**src/design/ilpd_pkg.sv**
```systemverilog
// Package of constants and types for the instruction length predecoder.
package ilpd_pkg;

	// ****************************************
	// Line and instruction geometry
	// ****************************************
	localparam int LINE_BYTES = 32;
	localparam int POS_W = 5;
	localparam int LEN_W = 3;
	localparam logic [3:0] MAX_LEN = 4'h7;
	localparam int MAX_EXAMINE = 3;

	// ****************************************
	// Opcode and addressing constants
	// ****************************************
	localparam logic [7:0] ESC_BYTE = 8'h0f;
	localparam logic [7:0] OP_STATE_EXIT = 8'h77;
	localparam logic [7:0] OP_FAST_STATE_EXIT = 8'h0e;
	localparam logic [7:0] OP_PREFETCH = 8'h0d;
	localparam logic [7:0] OP_PFLOAT = 8'h0f;
	localparam logic [1:0] MOD_NODISP = 2'h0;
	localparam logic [1:0] MOD_DISP8 = 2'h1;
	localparam logic [1:0] MOD_DISP32 = 2'h2;
	localparam logic [2:0] RM_SIB = 3'h4;
	localparam logic [2:0] RM_DISP32 = 3'h5;
	localparam logic [2:0] RM_SRCIDX = 3'h6;
	localparam logic [2:0] SIB_NOBASE = 3'h5;

	// ****************************************
	// Decode cost in half cycles
	// ****************************************
	localparam logic [1:0] COST_SHORT_HALF = 2'h1;
	localparam logic [2:0] COST_LONG_HALF = 3'h2;
	localparam logic [2:0] COST_VECTOR_HALF = 3'h4;

	// ****************************************
	// Types
	// ****************************************
	typedef enum logic [1:0] {
		ILPD_PATH_SHORT = 2'h0,
		ILPD_PATH_LONG = 2'h1,
		ILPD_PATH_VECTOR = 2'h2
	} ilpd_path_e;

	typedef struct packed {
		logic valid;
		logic [LEN_W-1:0] len;
	} ilpd_mark_s;

	typedef enum logic [2:0] {
		ILPD_ST_IDLE = 3'h1,
		ILPD_ST_SCAN = 3'h2,
		ILPD_ST_DONE = 3'h4
	} ilpd_state_e;

endpackage

```
**src/design/ilpd_scan_if.sv**
```systemverilog
// Interface carrying one scan request and its length answer.
`timescale 1ns/1ns
interface ilpd_scan_if;
	logic [7:0] b0;
	logic [7:0] b1;
	logic [7:0] b2;
	logic [1:0] avail;
	logic ok;
	logic [2:0] len;
	logic pfloat;
	logic is_mm;
	modport req (output b0, b1, b2, avail, input ok, len, pfloat, is_mm);
	modport calc (input b0, b1, b2, avail, output ok, len, pfloat, is_mm);
endinterface // ilpd_scan_if

```
**src/design/ilpd_len_calc.sv**
```systemverilog
// Combinational length calculation from the leading bytes of one instruction.
`timescale 1ns/1ns
module ilpd_len_calc (
	ilpd_scan_if.calc s // Scan request and answer.
);
	logic has_esc;
	logic [7:0] op;
	logic [7:0] mrm;
	logic sib_nodisp;
	logic [3:0] total;

	always_comb begin
		// RQ4 escape opcode modrm
		has_esc = (s.b0 == ilpd_pkg::ESC_BYTE);
		op = has_esc ? s.b1 : s.b0;
		mrm = has_esc ? s.b2 : s.b1;
		sib_nodisp = (mrm[7:6] == ilpd_pkg::MOD_NODISP) && (mrm[2:0] == ilpd_pkg::RM_SIB);
		// RQ15 multimedia bytes together
		s.is_mm = has_esc && (op[7:4] >= 4'h6 || op == ilpd_pkg::OP_PFLOAT);
		s.pfloat = has_esc && (op == ilpd_pkg::OP_PFLOAT);
		total = has_esc ? 4'h3 : 4'h2;
		if (s.pfloat) begin
			total = total + 4'h1;
		end
		// RQ7 disp forms remain
		unique case (mrm[7:6])
			ilpd_pkg::MOD_NODISP: begin
				if (mrm[2:0] == ilpd_pkg::RM_DISP32) begin
					total = total + 4'h4;
				end else if (mrm[2:0] == ilpd_pkg::RM_SIB) begin
					// RQ5 sib examined
					total = total + ((s.b2[2:0] == ilpd_pkg::SIB_NOBASE) ? 4'h5 : 4'h1);
				end
			end
			ilpd_pkg::MOD_DISP8: total = total + ((mrm[2:0] == ilpd_pkg::RM_SIB) ? 4'h2 : 4'h1);
			ilpd_pkg::MOD_DISP32: total = total + ((mrm[2:0] == ilpd_pkg::RM_SIB) ? 4'h5 : 4'h4);
			default: total = total;
		endcase
		s.ok = 1'b1;
		// RQ1 exits excluded
		if (!s.is_mm || (has_esc && (op == ilpd_pkg::OP_STATE_EXIT ||
				op == ilpd_pkg::OP_FAST_STATE_EXIT || op == ilpd_pkg::OP_PREFETCH))) begin
			s.ok = 1'b0;
		end
		// RQ6 three byte limit
		if (has_esc && sib_nodisp) begin
			s.ok = 1'b0;
		end
		// RQ8 source index
		if (mrm[7:6] == ilpd_pkg::MOD_NODISP && mrm[2:0] == ilpd_pkg::RM_SRCIDX) begin
			s.ok = 1'b0;
		end
		// RQ9 line end
		if ({1'b0, s.avail} < (has_esc ? 3'h3 : 3'h2)) begin
			s.ok = 1'b0;
		end
		// RQ2 RQ13 seven bytes
		if (total > ilpd_pkg::MAX_LEN) begin
			s.ok = 1'b0;
		end
		s.len = total[2:0];
	end
endmodule // ilpd_len_calc

```
**src/design/ilpd_top.sv**
```systemverilog
// Top of the instruction length predecoder with its predecode cache.
`timescale 1ns/1ns
// Functional notes
// RQ1 - Mark packed multimedia except exits and prefetch.
// RQ2 - Predecode only up to seven bytes.
// RQ3 - Length from first three bytes only.
// RQ4 - Examine escape, opcode and modR/M bytes.
// RQ5 - Sib without displacement also examines sib.
// RQ6 - Escape plus sib-no-displacement stays unmarked.
// RQ7 - Base and disp32 forms stay predecodable.
// RQ8 - Source-index no-displacement form stays unmarked.
// RQ9 - Never scan past line end.
// RQ10 - Predecode during fill, store in cache.
// RQ11 - Stored marker encodes instruction length.
// RQ12 - Unmarked integer vector, float long decode.
// RQ13 - Float with disp32 reaches eight, unmarked.
// RQ14 - Cost half, one, two cycles per path.
// RQ15 - Multimedia examines escape, opcode, modR/M together.
// RQ16 - Each byte marker valid or invalid.
module ilpd_top (
	input wire logic I_CLK, // Core clock.
	input wire logic I_RST_N, // Synchronous reset, active low.
	input wire logic I_FILL_VALID, // Fill line valid pulse.
	input wire logic [255:0] I_FILL_DATA, // Fill line bytes, byte 0 low.
	input wire logic [2:0] I_FILL_LINE, // Fill line index.
	input wire logic [2:0] I_RD_LINE, // Decoder lookup line.
	input wire logic [4:0] I_RD_POS, // Decoder lookup byte position.
	input wire logic I_RD_IS_MM_INT, // Byte starts a packed integer instruction.
	output logic O_FILL_BUSY, // Predecoder scanning a line or in its done cycle.
	output logic O_FILL_DONE, // Line markers written pulse.
	output logic O_RD_VALID, // Marker at lookup is valid.
	output logic [2:0] O_RD_LEN, // Length from the marker.
	output logic [1:0] O_RD_PATH, // Decode path chosen.
	output logic [2:0] O_RD_COST_HALF // Decode cost in half cycles.
);
	// ****************************************
	// Scan state
	// ****************************************
	ilpd_pkg::ilpd_state_e state, next_state;
	logic [255:0] line, next_line;
	logic [2:0] line_idx, next_line_idx;
	logic [4:0] pos, next_pos;
	ilpd_pkg::ilpd_mark_s marks [8][32];
	logic wr_en;
	logic [4:0] wr_pos;
	ilpd_pkg::ilpd_mark_s wr_mark;
	logic [5:0] step;
	ilpd_scan_if sif ();

	ilpd_len_calc u_calc (
		.s(sif)
	);

	function automatic logic [7:0] byte_at(input logic [255:0] d, input logic [5:0] p);
		byte_at = (p < 6'd32) ? d[p[4:0]*8 +: 8] : 8'h00;
	endfunction

	// RQ3 three bytes examined
	always_comb begin
		sif.b0 = byte_at(line, {1'b0, pos});
		sif.b1 = byte_at(line, {1'b0, pos} + 6'd1);
		sif.b2 = byte_at(line, {1'b0, pos} + 6'd2);
		// RQ9 bytes left
		sif.avail = (pos >= 5'd30) ? 2'(6'd32 - {1'b0, pos}) : 2'h3;
	end

	always_comb begin
		next_state = state;
		next_line = line;
		next_line_idx = line_idx;
		next_pos = pos;
		wr_en = 1'b0;
		wr_pos = pos;
		wr_mark = '0;
		step = 6'd1;
		unique case (state)
			ilpd_pkg::ILPD_ST_IDLE: begin
				// RQ10 scan on fill
				if (I_FILL_VALID) begin
					next_line = I_FILL_DATA;
					next_line_idx = I_FILL_LINE;
					next_pos = 5'd0;
					next_state = ilpd_pkg::ILPD_ST_SCAN;
				end
			end
			ilpd_pkg::ILPD_ST_SCAN: begin
				// RQ16 valid or invalid
				wr_en = 1'b1;
				wr_mark.valid = sif.ok;
				// RQ11 length stored
				wr_mark.len = sif.len;
				step = sif.ok ? {3'h0, sif.len} : 6'd1;
				if ({1'b0, pos} + step >= 6'd32) begin
					next_state = ilpd_pkg::ILPD_ST_DONE;
				end else begin
					next_pos = 5'({1'b0, pos} + step);
				end
			end
			ilpd_pkg::ILPD_ST_DONE: begin
				next_state = ilpd_pkg::ILPD_ST_IDLE;
			end
			default: next_state = ilpd_pkg::ILPD_ST_IDLE;
		endcase
	end

	always_ff @(posedge I_CLK) begin
		if (!I_RST_N) begin
			state <= ilpd_pkg::ILPD_ST_IDLE;
			line <= '0;
			line_idx <= 3'h0;
			pos <= 5'h0;
		end else begin
			state <= next_state;
			line <= next_line;
			line_idx <= next_line_idx;
			pos <= next_pos;
		end
	end

	// ****************************************
	// Predecode cache
	// ****************************************
	always_ff @(posedge I_CLK) begin
		if (!I_RST_N) begin
			for (int l = 0; l < 8; l++) begin
				for (int b = 0; b < 32; b++) begin
					marks[l][b] <= '0;
				end
			end
		end else if (state == ilpd_pkg::ILPD_ST_IDLE && I_FILL_VALID) begin
			for (int b = 0; b < 32; b++) begin
				marks[I_FILL_LINE][b] <= '0;
			end
		end else if (wr_en) begin
			marks[line_idx][wr_pos] <= wr_mark;
		end
	end

	// ****************************************
	// Decoder lookup
	// ****************************************
	logic rd_valid, next_rd_valid;
	logic [2:0] rd_len, next_rd_len;
	logic [1:0] rd_path, next_rd_path;
	logic [2:0] rd_cost, next_rd_cost;

	always_comb begin
		next_rd_valid = marks[I_RD_LINE][I_RD_POS].valid;
		next_rd_len = marks[I_RD_LINE][I_RD_POS].len;
		// RQ12 fallback path
		if (next_rd_valid) begin
			next_rd_path = ilpd_pkg::ILPD_PATH_SHORT;
		end else if (I_RD_IS_MM_INT) begin
			next_rd_path = ilpd_pkg::ILPD_PATH_VECTOR;
		end else begin
			next_rd_path = ilpd_pkg::ILPD_PATH_LONG;
		end
		// RQ14 decode cost
		unique case (next_rd_path)
			ilpd_pkg::ILPD_PATH_SHORT: next_rd_cost = {1'b0, ilpd_pkg::COST_SHORT_HALF};
			ilpd_pkg::ILPD_PATH_VECTOR: next_rd_cost = ilpd_pkg::COST_VECTOR_HALF;
			default: next_rd_cost = ilpd_pkg::COST_LONG_HALF;
		endcase
	end

	always_ff @(posedge I_CLK) begin
		if (!I_RST_N) begin
			rd_valid <= 1'b0;
			rd_len <= 3'h0;
			rd_path <= ilpd_pkg::ILPD_PATH_LONG;
			rd_cost <= ilpd_pkg::COST_LONG_HALF;
		end else begin
			rd_valid <= next_rd_valid;
			rd_len <= next_rd_len;
			rd_path <= next_rd_path;
			rd_cost <= next_rd_cost;
		end
	end

	assign O_FILL_BUSY = (state != ilpd_pkg::ILPD_ST_IDLE);
	assign O_FILL_DONE = (state == ilpd_pkg::ILPD_ST_DONE);
	assign O_RD_VALID = rd_valid;
	assign O_RD_LEN = rd_len;
	assign O_RD_PATH = rd_path;
	assign O_RD_COST_HALF = rd_cost;
endmodule // ilpd_top

```
**config.mk**
```make
export PLATFORM = sky130hd
export DESIGN_NAME = ilpd_top
export DESIGN_NICKNAME = d
export VERILOG_FILES = /design/src/design/ilpd_pkg.sv /design/src/design/ilpd_scan_if.sv /design/src/design/ilpd_len_calc.sv /design/src/design/ilpd_top.sv
export SDC_FILE = /design/constraint.sdc
export NUM_CORES = 2
export LEC_CHECK = 0
export BUFFER_PORTS_ARGS = -buffer_cell sky130_fd_sc_hd__buf_4
export CORE_ASPECT_RATIO = 2
export CORE_MARGIN = 2
export CORE_UTILIZATION = 40
export DETAILED_ROUTE_END_ITERATION = 12
export SETUP_SLACK_MARGIN = 0.1
export SLEW_MARGIN = 25
export SYNTH_ARGS = -nofsm -noshare
export SYNTH_HDL_FRONTEND = slang
export SYNTH_HIERARCHICAL = 1
export SYNTH_SLANG_ARGS = --single-unit
export TNS_END_PERCENT = 5
```
**constraint.sdc**
```tcl
create_clock -name I_CLK -period 20.2 [get_ports I_CLK]
set_clock_uncertainty 0.1 [all_clocks]
set_input_delay 0 -clock I_CLK [delete_from_list [all_inputs] [get_ports I_CLK]]
set_output_delay 0 -clock I_CLK [all_outputs]
set_load 0.05 [all_outputs]
```
Word-level counts from Yosys, hierarchy flattened
Memory sizes are Yosys's and may differ from the RTL's. Cells that the tools add are included. Widths: inputs -> output; s select.

$add $sub $neg: 9. Order comparisons: 10. Equal/unequal tests: 19. Shift-type cells: 3. Multiplexer cells: 50. Bitwise operators: 2. Reduce and logical (&&, ||, !) cells: 21.

Operators by type and width (count): $shiftx 256x9->8 (3); $mux 128 (4); $reduce_or 128->1 (2); $eq 8x4->1 const B (4); $mux 8 (4); $mux 4 (7); $bmux 4 s5 (1); $demux 4 s5 (1); $ge 6x6->1 const B (3); $mux 3 (6); $mux 1 (17); $eq 3x3->1 const B (5); $add 4x4->4 (3); $lt 6x6->1 const B (2); $not 5->6 (2); $pmux 3 s2 (2); $pmux 4 s3 (1); $mux 5 (2); $pmux 5 s2 (1); $eq 8x7->1 const B (1); $logic_and 1x1->1 (8); $mux 2 (4); $add 5x1->6 const B (1); $add 5x2->6 const B (1); other kinds (21) (29).

Register bits after elaboration: 276. Bits in writable memories: 1024. Output and inout port bits: 11. Logic and storage cells: 123. Memories: 1.

Memory list: marks (depth 8, bits a word 128, rd ports 1, clocked after Yosys merged registers in 0, wr ports 8, line ilpd_top.sv:43) `ilpd_pkg::ilpd_mark_s marks [8][32];`.

Longest topological paths before layout
Depth in word-level cells: 19. Depth in mapped cells: 34. Depth with buffers taken out: 29.

By module
The synthesis kept the hierarchy.

Modules (own cells, without submodules): ilpd_top (times used 1, cells each 4431, area an instance 62716.4 sq um); ilpd_len_calc (times used 1, cells each 89, area an instance 628.1 sq um).

Worst setup path after synthesis
No wires, ideal clock.

Path kind: register -> register. From: register pos[0]. To: register pos[4]. Library setup time: 70 ps. Data arrival time: 8076 ps. Required time: 20030 ps. Slack: 11955 ps. Cell stages (with the launch flop): 32. Buffers on the path: 7. Cells stage by stage: dfxtp_1 -> clkbuf_1 -> buf_2 -> clkbuf_1 -> buf_2 -> inv_1 -> ha_1 -> clkbuf_1 -> buf_1 -> clkbuf_1 -> mux4_2 -> mux4_2 -> mux2i_1 -> nor2_1 -> or2_2 -> or3_1 -> nor2_4 -> inv_1 -> ha_1 -> a21o_1 -> a21oi_1 -> o311ai_0 -> a2111oi_0 -> nand2_1 -> inv_1 -> ha_1 -> a21o_1 -> a21oi_1 -> or2_2 -> o21ai_1 -> or3_1 -> a21oi_1.

Elaborated cells between the ends (all ways): 66. Those cells by class: 9 x add/sub; 7 x order compare; 12 x eq/ne; 3 x shift; 22 x mux; 13 x reduce/logical.

RTL lines: start: declaration (line ilpd_top.sv:42) `logic [4:0] pos, next_pos;`; start signal: assignment (line ilpd_top.sv:116) `pos <= next_pos;`; $add 5x1->6 (*) (line ilpd_top.sv:61) `sif.b1 = byte_at(line, {1'b0, pos} + 6'd1);`; $shiftx 256x9->8 / $lt 6x6->1 (equally long branches) (line ilpd_top.sv:55) `byte_at = (p < 6'd32) ? d[p[4:0]*8 +: 8] : 8'h00;`; $mux 8 (*) (line ilpd_top.sv:55); named net sif.b1[6] (line ilpd_scan_if.sv:5) `logic [7:0] b1;`; $mux 8 (*) (line ilpd_len_calc.sv:15) `op = has_esc ? s.b1 : s.b0;`; $eq 8x4->1 (*) (line ilpd_len_calc.sv:20) `s.pfloat = has_esc && (op == ilpd_pkg::OP_PFLOAT);`; $logic_and 1x1->1 (*) (line ilpd_len_calc.sv:20); named net sif.pfloat (line ilpd_scan_if.sv:10) `logic pfloat;`; [5 not listed]; $gt 4x3->1 (*) (line ilpd_len_calc.sv:58) `if (total > ilpd_pkg::MAX_LEN) begin`; $mux 1 (*) (line ilpd_len_calc.sv:58); named net sif.ok (line ilpd_scan_if.sv:8) `logic ok;`; $mux 3 (*) (line ilpd_top.sv:92) `step = sif.ok ? {3'h0, sif.len} : 6'd1;`; $add 5x3->6 (*) (line ilpd_top.sv:96) `next_pos = 5'({1'b0, pos} + step);`; $ge 6x6->1 (line ilpd_top.sv:93) `if ({1'b0, pos} + step >= 6'd32) begin`; $ne 2x2->1 (no source line); $reduce_and 3->1 (no source line).

Mark *: on every way through the listed nets, which the timed path passes. The rest lies on a longest branch. The select of a mux whose other input is x is not followed. A chain may end at the register's enable or synchronous reset.

==> results.ini <==
[status]
outcome = completed

[cells_and_area]
seqCellArea_um2 = 36200
multi_input_area_um2 = 24100
fill_cells = 13200
drive_gt1_share_pct = 24.5
layout.nets = 5157
stdcell_count = 7048
syn_to_final_growth_pct = 19.8
stdcell_area_um2 = 75000

[power_and_ir_drop]
p_total_mw = 5.98
switching_share_pct = 24.5
p_sw_mw = 1.47
p_leak_nw = 24.7
powerDensity_nw_per_um2 = 79.8
max-vdd-ir-drop_mv = 0.0708
p_int_mw = 4.52
p_clk_share_pct = 37.3
pwr-share-seq_pct = 51.1
comb_power_share_pct = 11.7

[critical_path]
crit_buf_inv = 4
slowest_delay_ns = 0.77
cp-start-kind = flip-flop
critPathTopFamily = buffers and inverters
cp_max_fo = 98
arrival_ns = 8.89
cp-end-kind = flip-flop
crit_top_cell = ha_1
crit_chain = buf_12 -> mux4_2 -> mux4_2 -> nand2_1 -> o211ai_1 -> nand3b_1 -> nor3_4 -> mux2i_1 -> ha_1 -> inv_1 -> ha_1 -> ha_1 -> fa_1 -> xor2_1 -> a22oi_1 -> o21ai_1 -> nand2_4 -> buf_4 -> buf_4 -> nor3_1
cpMaxStageDelayCell = buf_4
worstPathRequired_ns = 20.52
worstSetupPathType = reg2reg

[sta]
timing.slew.headroom_pct = 27.6
fin_setup_tns_ns = 0
setup_viol = 0
worst_slew_pin_slew_ns = 1.08
hold_viol = 0
fmax_mhz = 117
finalCriticalPeriod_ns = 8.57
layout_worst_path_cycle_share_pct = 42.4
report.final.slew_viol_count = 0
rsz0062_at_grt = no

[drt]
post_drt_wl_per_cell_um = 28.0
route.met3.wl_mm = 10.8
vias = 43000
wl_mm = 198
top_layer_used = met5
postRouteAntennaNets = 0
drt_iter0_drc = 3773
drc = 0
met1Wirelength_mm = 63.4
drt_pass1_iterations = 6
wl_met2_mm = 107
vias_per_cell = 6.10

[clocking]
cts_buffers = 110
cts_tree = built
clock_path_buffers = 3
cts.root.buffer_cell = clkbuf_16
cts_max_level = 3
post_cts.repair.setup_buffers = 0
clk_latency_ns = 0.72
numClockSinks = 1298
clkTransAtPathRegs_ns = 0.07

[placement]
place.gp.congestion = 0.944
dp_hpwl_mm = 124
place_area_um2 = 65900
io_buffer_count = 281
post-place-cells = 6298

[run]
maxCapViolCount = 0

[global_route]
grt_max_degree = 129
first_global_vias = 45200
grt_antenna_before_repair = 15
grt_pass1_wl_mm = 292
grt_use_total_pct = 24.4
overflow = 0

[floorplan]
die_y_um = 564
initial_core_util_pct = 40.2
num_rows = 205
io_pins = 282
dieArea_um2 = 160000
die_w_um = 284
core_area_um2 = 156000

[synth]
synth_fp_nets = 4772
avgSynthCellArea_um2 = 14.0
ys_warn_count = 6
syn_area_um2 = 62600
syn_inst = 4483

[min_path]
min_path_type = in2reg

==> area by class of cell <==
type                    instances  share of cell area, %
diodes                         14                 0.0467
clock buffers                 156                   4.27
clock inverters                52                  0.674
inverters                      19                 0.0984
multi-input cells            2537                   32.1
flip-flops and latches       1298                   48.3
well taps                    2070                   3.45
repair buffers                902                   11.1
==> worst min-delay path: stages <==
cell and delay (ns):
dlygate4sd3_1 0.56, buf_4 0.17, a22o_1 0.13
==> placed cells by master, fill, tap and decap left out, types with 7 or more instances in the layout <==
master	instances
mux2i_4	7
a22o_1	262
clkbuf_8	17
o211ai_1	8
bufinv_16	9
nor3b_1	14
clkbuf_1	23
and3_1	8
nand3_1	25
nor3_1	939
a21oi_1	16
o2111ai_1	11
a22oi_1	20
mux4_2	487
mux2i_1	61
buf_12	10
dlygate4sd3_1	525
nand2_1	66
edfxtp_1	1024
a21oi_2	12
buf_4	359
ha_1	15
dfxtp_1	271
diode_2	14
a21oi_4	21
nor3_2	102
clkbuf_16	115
clkinv_1	11
inv_1	21
o22ai_1	14
nand2b_1	12
clkinv_2	18
nor2_1	51
o21ai_1	11
o21ai_0	267
==> layer usage <==
metal  vias to the layer above  track usage [%]
li1                      18700                -
met1                     22000             24.7
met2                      1811             45.9
met3                       502             3.04
met4                         2             17.5
met5                         -                0
==> power by group through the flow <==
| stage | clock network, mW | logic, mW | registers (mW) |
|---|---|---|---|
| after detailed placement | 0 | 0.606 | 3.11 |
| after CTS | 2.25 | 0.688 | 3.05 |
| final | 2.23 | 0.698 | 3.06 |
| after global routing | 2.35 | 0.729 | 3.07 |
| after floorplan | 0 | 0.390 | 3.09 |
| after global placement | 0 | 0.600 | 3.11 |
==> what timing repair did <==
| action | in CTS | in global routing |
|---|---|---|
| hold buffers | 525 | 0 |
| resized for setup | 0 | 0 |
| endpoints found under the hold margin | 270 | 0 |
==> state kept, by name (all words and copies together) (netlist names) <==
| register | cells |
|---|---|
| O_RD_LEN | 3 |
| pos | 5 |
| O_RD_COST_HALF | 1 |
| marks | 1024 |
| O_RD_VALID | 1 |
| line_idx | 3 |
| line | 256 |
| O_RD_PATH | 2 |
| state | 3 |
==> worst paths after layout <==
path	startpoint	cells past startpoint	slack, ns	to
min	I_FILL_LINE[2]	3	0.07	line_idx[2]$_SDFFE_PN0P_
min reg2reg	line[156]$_SDFFE_PN0P_	1	0.41	line[156]$_SDFFE_PN0P_
max reg2reg	pos[0]$_SDFFE_PN0P_	20	11.63	marks[2][70]$_SDFFCE_PN0P_
max	pos[0]$_SDFFE_PN0P_	20	11.63	marks[2][70]$_SDFFCE_PN0P_
==> stage by stage <==
| stage | worst slack [ns] | utilization, % | hold slack (ns) |
|---|---|---|---|
| 6_report | 11.63 | 48.2 | 0.0720 |
| 5_1_grt | 11.17 | 48.2 | 0.0684 |
| 4_1_cts | 11.66 | 48.1 | 0.00403 |
| 3_5_place_dp | 11.69 | 42.3 | 0.119 |
| 3_3_place_gp | 11.70 | 42.3 | 0.116 |
| 2_1_floorplan | 12.02 | - | 0.0329 |
No activity file was read; power rests on OpenSTA's default activity.
